--- src/rtl/dtcp_pkg.sv ---
package dtcp_pkg;

	localparam int CNT_W = 16;

	// Register byte offsets
	localparam logic [7:0] OFS_CTRL    = 8'h00;
	localparam logic [7:0] OFS_PERIOD  = 8'h04;
	localparam logic [7:0] OFS_COMPARE = 8'h08;
	localparam logic [7:0] OFS_COUNT   = 8'h0c;
	localparam logic [7:0] OFS_CAPTURE = 8'h10;
	localparam logic [7:0] OFS_DEAD    = 8'h14;
	localparam logic [7:0] OFS_STATUS  = 8'h18;
	localparam logic [7:0] OFS_IRQ_EN  = 8'h1c;
	localparam logic [7:0] OFS_IRQ_CLR = 8'h20;

	// Control field positions
	localparam int CTRL_RUN     = 0;
	localparam int CTRL_MODE_LO = 1;
	localparam int CTRL_CMP_LO  = 3;
	localparam int CTRL_CLK_LO  = 6;
	localparam int CTRL_TC_CMPN = 8;
	localparam int CTRL_START   = 9;
	localparam int CTRL_W       = 10;

	// Status / enable bit positions
	localparam int EV_TC   = 0;
	localparam int EV_CMP  = 1;
	localparam int EV_CAP  = 2;
	localparam int EV_W    = 3;

	// Reset values
	localparam logic [15:0] PERIOD_RST  = 16'hffff;
	localparam logic [15:0] COMPARE_RST = 16'h8000;
	localparam logic [7:0]  DEAD_RST    = 8'h00;
	localparam logic [31:0] BAD_ADDR_DATA = 32'h0000_0000;

	typedef enum logic [1:0] {
		DTCP_MODE_FREE    = 2'h0,
		DTCP_MODE_ONESHOT = 2'h1,
		DTCP_MODE_GATED   = 2'h2
	} dtcp_mode_t;

	typedef enum logic [2:0] {
		CMP_LESS             = 3'h0,
		CMP_LESS_OR_EQUAL    = 3'h1,
		CMP_EQUAL            = 3'h2,
		CMP_GREATER_OR_EQUAL = 3'h3,
		CMP_GREATER          = 3'h4
	} dtcp_cmp_t;

	typedef enum logic [1:0] {
		DB_IDLE = 2'h0,
		DB_HIGH = 2'h1,
		DB_WAIT = 2'h3,
		DB_LOW  = 2'h2
	} dtcp_db_t;

endpackage

--- src/rtl/dtcp_cfg_if.sv ---
interface dtcp_cfg_if;
	import dtcp_pkg::*;

	logic [CNT_W-1:0] period;
	logic [CNT_W-1:0] compare;
	logic [7:0]       dead;
	logic             run;
	logic             start;
	logic [1:0]       mode;
	logic [2:0]       cmp_sel;
	logic [1:0]       clk_sel;
	logic [CNT_W-1:0] count;
	logic [CNT_W-1:0] capture;
	logic             cmp_true;
	logic             ev_tc;
	logic             ev_cmp;
	logic             ev_cap;

	modport regs (
		output period, compare, dead, run, start, mode, cmp_sel, clk_sel,
		input  count, capture, cmp_true, ev_tc, ev_cmp, ev_cap
	);
	modport core (
		input  period, compare, dead, run, start, mode, cmp_sel, clk_sel,
		output count, capture, cmp_true, ev_tc, ev_cmp, ev_cap
	);

endinterface

--- src/rtl/dtcp_core.sv ---
module dtcp_core (
	input  wire logic                    clock,
	input  wire logic                    nrst,
	input  wire logic [3:0]              clk_src,
	input  wire logic                    enable_in,
	input  wire logic                    reset_in,
	input  wire logic                    capture_in,
	input  wire logic                    kill_in,
	output logic                         pwm_out,
	output logic                         pwm_out_n,
	output logic                         tc_out,
	dtcp_cfg_if.core                     cfg
);
	import dtcp_pkg::*;

	typedef struct packed {
		logic [CNT_W-1:0] count;
		logic [CNT_W-1:0] capture;
		logic             running;
		logic [3:0]       src_q;
		logic             cap_q;
		logic             rst_q;
		logic             cmp_q;
		logic             tc;
		logic             ev_cap;
		logic             ev_cmp;
		logic             pwm_ref;
		dtcp_db_t         db;
		logic [7:0]       db_cnt;
		logic             out_p;
		logic             out_n;
	} dtcp_core_st_t;

	dtcp_core_st_t st, next_st;

	function automatic logic cmp_eval(input logic [2:0] sel, input logic [CNT_W-1:0] a,
			input logic [CNT_W-1:0] b);
		unique case (sel)
			CMP_LESS:             cmp_eval = a < b;
			CMP_LESS_OR_EQUAL:    cmp_eval = a <= b;
			CMP_EQUAL:            cmp_eval = a == b;
			CMP_GREATER_OR_EQUAL: cmp_eval = a >= b;
			CMP_GREATER:          cmp_eval = a > b;
			default:              cmp_eval = 1'b0;
		endcase
	endfunction

	logic tick;
	logic cmp_now;
	logic permit;

	always_comb begin
		next_st = st;
		next_st.src_q = clk_src;
		next_st.cap_q = capture_in;
		next_st.rst_q = reset_in;
		next_st.tc = 1'b0;
		next_st.ev_cap = 1'b0;
		next_st.ev_cmp = 1'b0;
		tick = clk_src[cfg.clk_sel] & ~st.src_q[cfg.clk_sel];
		cmp_now = cmp_eval(cfg.cmp_sel, st.count, cfg.compare);
		permit = cfg.run & st.running;
		if (cfg.mode == DTCP_MODE_GATED) begin
			permit = permit & enable_in;
		end
		if (capture_in & ~st.cap_q) begin
			next_st.capture = st.count;
			next_st.ev_cap = 1'b1;
		end
		if (cfg.start | (reset_in & ~st.rst_q) | ~cfg.run) begin
			next_st.count = cfg.period;
			// Armed while stopped, so raising run starts a fresh period
			next_st.running = 1'b1;
		end else if (permit & tick) begin
			if (st.count == '0) begin
				next_st.count = cfg.period;
				next_st.tc = 1'b1;
				if (cfg.mode == DTCP_MODE_ONESHOT) begin
					next_st.running = 1'b0;
				end
			end else begin
				next_st.count = st.count - 16'h0001;
			end
		end
		next_st.cmp_q = cmp_now;
		if (cmp_now & ~st.cmp_q) begin
			next_st.ev_cmp = 1'b1;
		end
		next_st.pwm_ref = cmp_now;
		// Deadband: both outputs low for dead plus two cycles at every edge
		unique case (st.db)
			DB_IDLE: begin
				next_st.out_p = 1'b0;
				next_st.out_n = 1'b0;
				next_st.db_cnt = cfg.dead;
				next_st.db = DB_WAIT;
			end
			DB_WAIT: begin
				next_st.out_p = 1'b0;
				next_st.out_n = 1'b0;
				if (st.db_cnt == 8'h00) begin
					next_st.db = st.pwm_ref ? DB_HIGH : DB_LOW;
				end else begin
					next_st.db_cnt = st.db_cnt - 8'h01;
				end
			end
			DB_HIGH: begin
				next_st.out_p = 1'b1;
				if (!st.pwm_ref) begin
					next_st.db = DB_IDLE;
				end
			end
			DB_LOW: begin
				next_st.out_n = 1'b1;
				if (st.pwm_ref) begin
					next_st.db = DB_IDLE;
				end
			end
		endcase
	end

	always_ff @(posedge clock or negedge nrst) begin
		if (!nrst) begin
			st <= '0;
			// Reset period loaded, so the compare detector sees no false rise
			st.count <= PERIOD_RST;
		end else begin
			st <= next_st;
		end
	end

	assign cfg.count = st.count;
	assign cfg.capture = st.capture;
	assign cfg.cmp_true = st.pwm_ref;
	assign cfg.ev_tc = st.tc;
	assign cfg.ev_cmp = st.ev_cmp;
	assign cfg.ev_cap = st.ev_cap;
	assign pwm_out = st.out_p & ~kill_in;
	assign pwm_out_n = st.out_n & ~kill_in;
	assign tc_out = st.tc;

endmodule

--- src/rtl/dtcp_top.sv ---
// Overview of operation
// - 16-bit counter counts down only
// - Comparator selectable less/equal/greater variants
// - Period reloads on start, reset, terminal count
// - Interrupt on terminal count, compare, capture
// - One-shot stops at end of period
// - Gated mode counts only while enabled
// - Free-run mode reloads and keeps counting
// - Capture stores all sixteen count bits
// - Reset and capture inputs from routing
// - Kill input forces PWM outputs off
// - Complementary PWM pair with deadband
// - Compare, terminal count, one interrupt output
// - Counting clock chosen among several sources
module dtcp_top (
	input  wire logic        clock,
	input  wire logic        nrst,
	input  wire logic [3:0]  clk_src,
	input  wire logic        enable_in,
	input  wire logic        reset_in,
	input  wire logic        capture_in,
	input  wire logic        kill_in,
	output logic             cmp_out,
	output logic             tc_out,
	output logic             pwm_out,
	output logic             pwm_out_n,
	output logic             irq,
	input  wire logic [7:0]  s_axi_awaddr,
	input  wire logic        s_axi_awvalid,
	output logic             s_axi_awready,
	input  wire logic [31:0] s_axi_wdata,
	input  wire logic [3:0]  s_axi_wstrb,
	input  wire logic        s_axi_wvalid,
	output logic             s_axi_wready,
	output logic [1:0]       s_axi_bresp,
	output logic             s_axi_bvalid,
	input  wire logic        s_axi_bready,
	input  wire logic [7:0]  s_axi_araddr,
	input  wire logic        s_axi_arvalid,
	output logic             s_axi_arready,
	output logic [31:0]      s_axi_rdata,
	output logic [1:0]       s_axi_rresp,
	output logic             s_axi_rvalid,
	input  wire logic        s_axi_rready
);
	import dtcp_pkg::*;

	typedef struct packed {
		logic [CNT_W-1:0] period;
		logic [CNT_W-1:0] compare;
		logic [7:0]       dead;
		logic [CTRL_W-1:0] ctrl;
		logic [EV_W-1:0]  status;
		logic [EV_W-1:0]  irq_en;
		logic             aw_got;
		logic             w_got;
		logic [7:0]       awaddr;
		logic [31:0]      wdata;
		logic [3:0]       wstrb;
		logic             bvalid;
		logic [1:0]       bresp;
		logic             rvalid;
		logic [31:0]      rdata;
		logic [1:0]       rresp;
		logic             cmp_q;
		logic             tc_q;
	} dtcp_top_st_t;

	dtcp_top_st_t st, next_st;
	dtcp_cfg_if cfg ();

	function automatic logic known_addr(input logic [7:0] a);
		unique case (a)
			OFS_CTRL, OFS_PERIOD, OFS_COMPARE, OFS_COUNT, OFS_CAPTURE,
			OFS_DEAD, OFS_STATUS, OFS_IRQ_EN, OFS_IRQ_CLR: known_addr = 1'b1;
			default: known_addr = 1'b0;
		endcase
	endfunction

	function automatic logic [31:0] merge(input logic [31:0] old, input logic [31:0] d,
			input logic [3:0] s);
		for (int i = 0; i < 4; i++) begin
			merge[i*8 +: 8] = s[i] ? d[i*8 +: 8] : old[i*8 +: 8];
		end
	endfunction

	dtcp_core u_core (
		.clock      (clock),
		.nrst       (nrst),
		.clk_src    (clk_src),
		.enable_in  (enable_in),
		.reset_in   (reset_in),
		.capture_in (capture_in),
		.kill_in    (kill_in),
		.pwm_out    (pwm_out),
		.pwm_out_n  (pwm_out_n),
		.tc_out     (),
		.cfg        (cfg.core)
	);

	assign cfg.period  = st.period;
	assign cfg.compare = st.compare;
	assign cfg.dead    = st.dead;
	assign cfg.run     = st.ctrl[CTRL_RUN];
	assign cfg.start   = st.ctrl[CTRL_START];
	assign cfg.mode    = st.ctrl[CTRL_MODE_LO +: 2];
	assign cfg.cmp_sel = st.ctrl[CTRL_CMP_LO +: 3];
	assign cfg.clk_sel = st.ctrl[CTRL_CLK_LO +: 2];

	logic [EV_W-1:0] ev;
	logic            do_write;
	logic [31:0]     wr_old;
	logic [31:0]     wr_val;
	logic [31:0]     rd_val;

	always_comb begin
		next_st = st;
		ev = '0;
		ev[EV_TC] = cfg.ev_tc;
		ev[EV_CMP] = cfg.ev_cmp;
		ev[EV_CAP] = cfg.ev_cap;
		next_st.cmp_q = cfg.cmp_true;
		next_st.tc_q = cfg.ev_tc;
		next_st.ctrl[CTRL_START] = 1'b0;
		if (s_axi_awvalid & ~st.aw_got) begin
			next_st.aw_got = 1'b1;
			next_st.awaddr = s_axi_awaddr;
		end
		if (s_axi_wvalid & ~st.w_got) begin
			next_st.w_got = 1'b1;
			next_st.wdata = s_axi_wdata;
			next_st.wstrb = s_axi_wstrb;
		end
		do_write = st.aw_got & st.w_got & ~st.bvalid;
		wr_old = '0;
		unique case (st.awaddr)
			OFS_CTRL:    wr_old[CTRL_W-1:0] = st.ctrl;
			OFS_PERIOD:  wr_old[CNT_W-1:0] = st.period;
			OFS_COMPARE: wr_old[CNT_W-1:0] = st.compare;
			OFS_DEAD:    wr_old[7:0] = st.dead;
			OFS_IRQ_EN:  wr_old[EV_W-1:0] = st.irq_en;
			default:     wr_old = '0;
		endcase
		// Strobes applied to the staged word
		wr_val = merge(wr_old, st.wdata, st.wstrb);
		if (do_write) begin
			next_st.bvalid = 1'b1;
			next_st.bresp = known_addr(st.awaddr) ? 2'b00 : 2'b10;
			unique case (st.awaddr)
				OFS_CTRL:    next_st.ctrl = wr_val[CTRL_W-1:0];
				OFS_PERIOD:  next_st.period = wr_val[CNT_W-1:0];
				OFS_COMPARE: next_st.compare = wr_val[CNT_W-1:0];
				OFS_DEAD:    next_st.dead = wr_val[7:0];
				OFS_IRQ_EN:  next_st.irq_en = wr_val[EV_W-1:0];
				default:     next_st.bresp = next_st.bresp;
			endcase
		end
		// Set beats clear when both land together
		next_st.status = st.status;
		if (do_write && st.awaddr == OFS_IRQ_CLR) begin
			next_st.status = st.status & ~wr_val[EV_W-1:0];
		end
		next_st.status = next_st.status | ev;
		if (st.bvalid & s_axi_bready) begin
			next_st.bvalid = 1'b0;
			next_st.aw_got = 1'b0;
			next_st.w_got = 1'b0;
		end
		rd_val = BAD_ADDR_DATA;
		unique case (s_axi_araddr)
			OFS_CTRL:    rd_val[CTRL_W-1:0] = st.ctrl;
			OFS_PERIOD:  rd_val[CNT_W-1:0] = st.period;
			OFS_COMPARE: rd_val[CNT_W-1:0] = st.compare;
			OFS_COUNT:   rd_val[CNT_W-1:0] = cfg.count;
			OFS_CAPTURE: rd_val[CNT_W-1:0] = cfg.capture;
			OFS_DEAD:    rd_val[7:0] = st.dead;
			OFS_STATUS:  rd_val[EV_W-1:0] = st.status;
			OFS_IRQ_EN:  rd_val[EV_W-1:0] = st.irq_en;
			default:     rd_val = BAD_ADDR_DATA;
		endcase
		if (s_axi_arvalid & ~st.rvalid) begin
			next_st.rvalid = 1'b1;
			next_st.rdata = rd_val;
			next_st.rresp = (known_addr(s_axi_araddr) && s_axi_araddr != OFS_IRQ_CLR)
				? 2'b00 : 2'b10;
		end else if (st.rvalid & s_axi_rready) begin
			next_st.rvalid = 1'b0;
		end
	end

	always_ff @(posedge clock or negedge nrst) begin
		if (!nrst) begin
			st <= '0;
			st.period <= PERIOD_RST;
			st.compare <= COMPARE_RST;
			st.dead <= DEAD_RST;
		end else begin
			st <= next_st;
		end
	end

	assign s_axi_awready = ~st.aw_got;
	assign s_axi_wready  = ~st.w_got;
	assign s_axi_bvalid  = st.bvalid;
	assign s_axi_bresp   = st.bresp;
	assign s_axi_arready = ~st.rvalid;
	assign s_axi_rvalid  = st.rvalid;
	assign s_axi_rdata   = st.rdata;
	assign s_axi_rresp   = st.rresp;
	assign cmp_out = st.cmp_q;
	// Terminal count pin doubles as inverted compare
	assign tc_out = st.ctrl[CTRL_TC_CMPN] ? ~st.cmp_q : st.tc_q;
	assign irq = |(st.status & st.irq_en);

endmodule

--- config.mk ---
export PLATFORM = sky130hd
export DESIGN_NAME = dtcp_top
export DESIGN_NICKNAME = d
export VERILOG_FILES = /design/src/rtl/dtcp_pkg.sv /design/src/rtl/dtcp_cfg_if.sv /design/src/rtl/dtcp_core.sv /design/src/rtl/dtcp_top.sv
export SDC_FILE = /design/constraint.sdc
export NUM_CORES = 1
export LEC_CHECK = 0
export ABC_AREA = 1
export BUFFER_PORTS_ARGS = -buffer_cell sky130_fd_sc_hd__buf_2
export CAP_MARGIN = 20
export CORE_MARGIN = 2
export CORE_UTILIZATION = 53
export CTS_CLUSTER_SIZE = 40
export DETAILED_ROUTE_END_ITERATION = 8
export PLACE_DENSITY = 0.76
export SLEW_MARGIN = 20
export SYNTH_ARGS = -nofsm -noshare
export SYNTH_HDL_FRONTEND = slang
export SYNTH_SLANG_ARGS = --single-unit
--- constraint.sdc ---
create_clock -name clock -period 1.85 [get_ports clock]
set_input_delay 0 -clock clock [delete_from_list [all_inputs] [get_ports clock]]
set_output_delay 0 -clock clock [all_outputs]
set_load 0.01 [all_outputs]
==> results.txt <==
The post-route antenna net violation count is 0, and the total negative setup slack is -0.433 ns. Wires add up to 25000 um. The biggest area contributor in the post-synthesis netlist is dfrtp_1.

Total buffers and inverters traversed by the critical path: 2. By area the synthesized netlist is led by dfrtp_1, dfstp_2, nand2_1. Summed over all cells, the static leakage comes to 5.04 nW. Of all nets on the critical path, the largest fanout is 3.

Data on the critical path is required at its endpoint by 2.17 ns. The clock-pin slew reported for the worst setup and hold paths after clock tree synthesis works out to 0.07 ns. For the final cell utilization of the core, the log shows 0.662. TritonCTS built the clock tree. The number of placed I/O pins was 113; the post-synthesis area per instance was 8.16 um2. The end point of the worst hold path is s_axi_rvalid$_DFFE_PN0P_. The dominant combinational cell family by area after synthesis is simple AND/OR/NAND/NOR gates. The clock passes through at most 2 buffers.

The depth of the most critical reg-to-reg path is 16, and the actual transition at the worst max-transition pin is 0.505 ns. The number of antenna diodes in the final layout is 0. Dividing the detail-routed wire length by the instance count gives 17.2 um. The first-pass GRT wire length is 38700 um, and the share of Yosys cell area claimed by the top area cell type is 0.360. The startpoint identified for the worst hold timing path is s_axi_arvalid. The worst path needs 1.96 ns of the cycle, external delays included. The run gives 17 as the number of clock buffers inserted by TritonCTS.

The synthesized design contains 161 register bits. The leading cell type in the layout, fill and taps excluded was nand2_1. The adder-cell area share of the yosys netlist was 0.0365. The effective utilization at floorplan was 0.539; the portion of the clock cycle consumed by the worst path in the final layout was 1.06. The first-pass iteration count of the detailed router is 8, and the HPWL reported at the end of detailed placement is 16900 um. The critical path in this run is classified as register to register. The number of library cell types mapped by synthesis is 44, and the layout overhead on the synthesized area is 22.8%.

The final reports fail on negative setup slack. The compound-cell area share of the yosys netlist was 0.154; the proportion of register bits with asynchronous set or reset after synthesis was 1.00. The number of maximum-capacitance violations was 0; the ratio of cells with drive above 1 in the final layout was 0.250. STA classifies the critical path endpoint as a register.

For this run, the leading register cell type out of synthesis is dfrtp_1. The DRC violation count after routing is 0, and the data arrival at the endpoint of the critical path is 2.28 ns. The xor/xnor cell area share of the yosys netlist is 0.00787.

Cell with the most instances on the worst path: nand2_1. Max-slew violation count: 0. Using the TritonRoute via totals, the vias-per-cell ratio works out to 5.62. The worst setup path is launched from a register.

The startpoint of the most critical register-to-register path was u_core.cfg.count[0]$_DFFE_PN1P_. Setup repair after global routing could not meet its margin everywhere. For the final database, setup skew stands at 0.00836 ns. For the level count of the clock H-tree, the log shows 4. The run gives 10 as the number of endpoints failing setup at the final stage. The library cells used most frequently in the layout, excluding fill and tap cells, are nand2_1, inv_1, dfrtp_1.

The endpoint identified for the worst register-to-register timing path is u_core.cfg.ev_cmp$_DFF_PN0_. The tools report the overall power consumption as 12.6 mW. Synthesis handed over a netlist of 1091 instances. The logs give 0.457 for the share of synthesized area occupied by flip-flops and latches and 8191 for the vias after detailed routing. The cell area that synthesis handed to floorplanning was 8900 um2. The tree built by TritonCTS fans out to 161 sinks. In this run the vertical extent of the chip is 134 um. During synthesis, Yosys emitted a total of 0 warnings. IR analysis of the VDD net gives a maximum drop of 806 uV.

The signal on the critical path passes through clkinvlp_4, ha_4, inv_2, nand2_2, nand2_2, nand2_1, nand2_1, nand2_1, nand2_1, nand2_2, nand2_2, nand2_1, nand2_1, nand2_1, nor2_1, nor2_1. The run gives 0.990 as the placer congestion estimate. Clock latency on the worst-skew pair: 0.44 ns. The number of nets in the layout is 1318, and the simple-gate share of the synthesized area is 0.206.

The tools report the final critical-path setup slack as -0.110 ns. Dividing total power by cell area gives a power density of 1150 nW/um2. Counting instances, the worst hold path has a depth of 4. On the critical path, the stage with the largest delay is an instance of dfstp_2. The mux share of post-synthesis cell area works out to 0.0266. The flow ran to the end, but the final reports show violations. The first routing iteration left 835 violations. In this run the standard cell core region covers 16500 um2.

Timing would allow up to 0.510 GHz. For the worst-case hold slack, the log shows 0.0281 ns. The final number of hold-violating endpoints was 0. Number of global-route vias before repair: 7543.

The worst hold path belongs to the class input port to register. CTS placed an instance of clkbuf_16 at the clock tree root. The initialized floorplan defines 47 standard-cell rows. The worst stage delay on the critical path is 0.56 ns.

Entering global routing, the biggest net connects 54 pins. The count of port buffers added during placement is 76. The run gives 0.277 as the overall track demand over capacity in global routing. Summed over all layers, the global routing overflow is 0.

The die outline area came out at 17800 um2. The die extent in x was 134 um. Number of antenna violations at the first check in global routing: 0.

Setup slack on the worst reg-to-reg path comes out at -0.11 ns. The headroom to the max-slew limit was 0.661. The synthesized design contains 0 enable-type register cells. On the critical path the largest part of the delay comes from simple AND/OR/NAND/NOR gates.
## registers in the layout (all words and copies together) (netlist names)
register and flops:
u_core.cfg.count 16, cfg.run 1, s_axi_bresp 1, u_core.cfg.ev_tc 1, s_axi_rdata 16, cmp_out 1, cfg.clk_sel 2, u_core.st 20
cfg.compare 16, u_core.cfg.ev_cmp 1, s_axi_rvalid 1, cfg.mode 2, st 36, s_axi_bvalid 1, cfg.cmp_sel 3, cfg.start 1
u_core.cfg.ev_cap 1, cfg.period 16, u_core.cfg.capture 16, cfg.dead 8, s_axi_rresp 1
## cells in the mapped netlist, types with 6 or more instances
| cell | instances |
|---|---|
| buf_4 | 37 |
| dfrtp_1 | 128 |
| a21oi_1 | 38 |
| inv_1 | 141 |
| nor2_1 | 86 |
| o21ai_1 | 21 |
| xor2_1 | 7 |
| dfstp_2 | 33 |
| nand3_1 | 37 |
| ha_1 | 26 |
| o211ai_1 | 10 |
| nand2_1 | 228 |
| nand2_2 | 14 |
| nand4_1 | 7 |
| mux2_2 | 21 |
| buf_2 | 14 |
| nor2_4 | 6 |
| or2_2 | 6 |
| o221ai_1 | 7 |
| clkbuf_1 | 12 |
| o22ai_1 | 56 |
| nor3_1 | 14 |
| o21ai_0 | 103 |
## how the worst max path moves through the flow
| stage | startpoint | endpoint | slack [ns] | cells after the start |
|---|---|---|---|---|
| floorplan | cfg.compare[15]$_DFFE_PN1P_ | u_core.cfg.ev_cmp$_DFF_PN0_ | 0.06 | 12 |
| global placement | cfg.compare[15]$_DFFE_PN1P_ | u_core.cfg.ev_cmp$_DFF_PN0_ | -0.03 | 12 |
| detailed placement | cfg.compare[15]$_DFFE_PN1P_ | u_core.cfg.ev_cmp$_DFF_PN0_ | -0.13 | 12 |
| CTS | cfg.compare[15]$_DFFE_PN1P_ | u_core.cfg.ev_cmp$_DFF_PN0_ | -0.04 | 12 |
| global route | u_core.cfg.count[0]$_DFFE_PN1P_ | u_core.cfg.ev_cmp$_DFF_PN0_ | -0.19 | 16 |
| finish | u_core.cfg.count[0]$_DFFE_PN1P_ | u_core.cfg.ev_cmp$_DFF_PN0_ | -0.11 | 16 |
## kinds of logic after synthesis
family,after synthesis
mux,21
flops,161
buf+inv,215
compound gates,244
fa+ha+maj,26
other cells,1
xor+xnor,8
simple gates,415
## report_power, final
group	internal [mW]	switching, mW	leakage [nW]
clock	2.20	1.49	0.290
combinational	1.63	2.56	2.76
sequential	4.18	0.499	1.99
## stage by stage
| step | instances | setup slack (ns) | cell area (um2) |
|---|---|---|---|
| after floorplan | 1108 | 0.0645 | 8970 |
| after global placement | 1369 | -0.0252 | 9480 |
| after detailed placement | 1369 | -0.133 | 9480 |
| after CTS | 1439 | -0.0381 | 10500 |
| after global routing | 1458 | -0.192 | 10900 |
| final | 1458 | -0.110 | 10900 |
## area by class of cell
cell class | count | area [um2]
clock buffer | 21 | 460
clock inverter | 11 | 156
fill | 1335 | 5590
inverter | 145 | 561
multi-input combinational | 733 | 4170
sequential | 161 | 4070
tap | 220 | 275
timing repair buffer | 167 | 1230
## tightest hold or removal path, stage by stage
cell and delay, ns:
buf_2 0.08, nand2_1 0.06, buf_4 0.19, o21ai_0 0.09
## timing repair
item                                    CTS  global route
gates resized for setup                  10            78
pin swaps                                 4            21
gates cloned                              0             2
endpoints found under the hold margin   172             0
endpoints found under the setup margin    2            64
buffers inserted                          3            17
hold buffers                             35             0
## per-layer routing
layer | GRT usage | part of all wire | vias to the layer above
met2 | 0.422 | 0.45 | 445
met4 | 0.0999 | 0.030 | 0
li1 | - | - | 3811
met1 | 0.397 | 0.43 | 3863
met5 | 0 | 0 | -
met3 | 0.0533 | 0.089 | 72
Note: power is estimated with default switching activity, not from simulation.
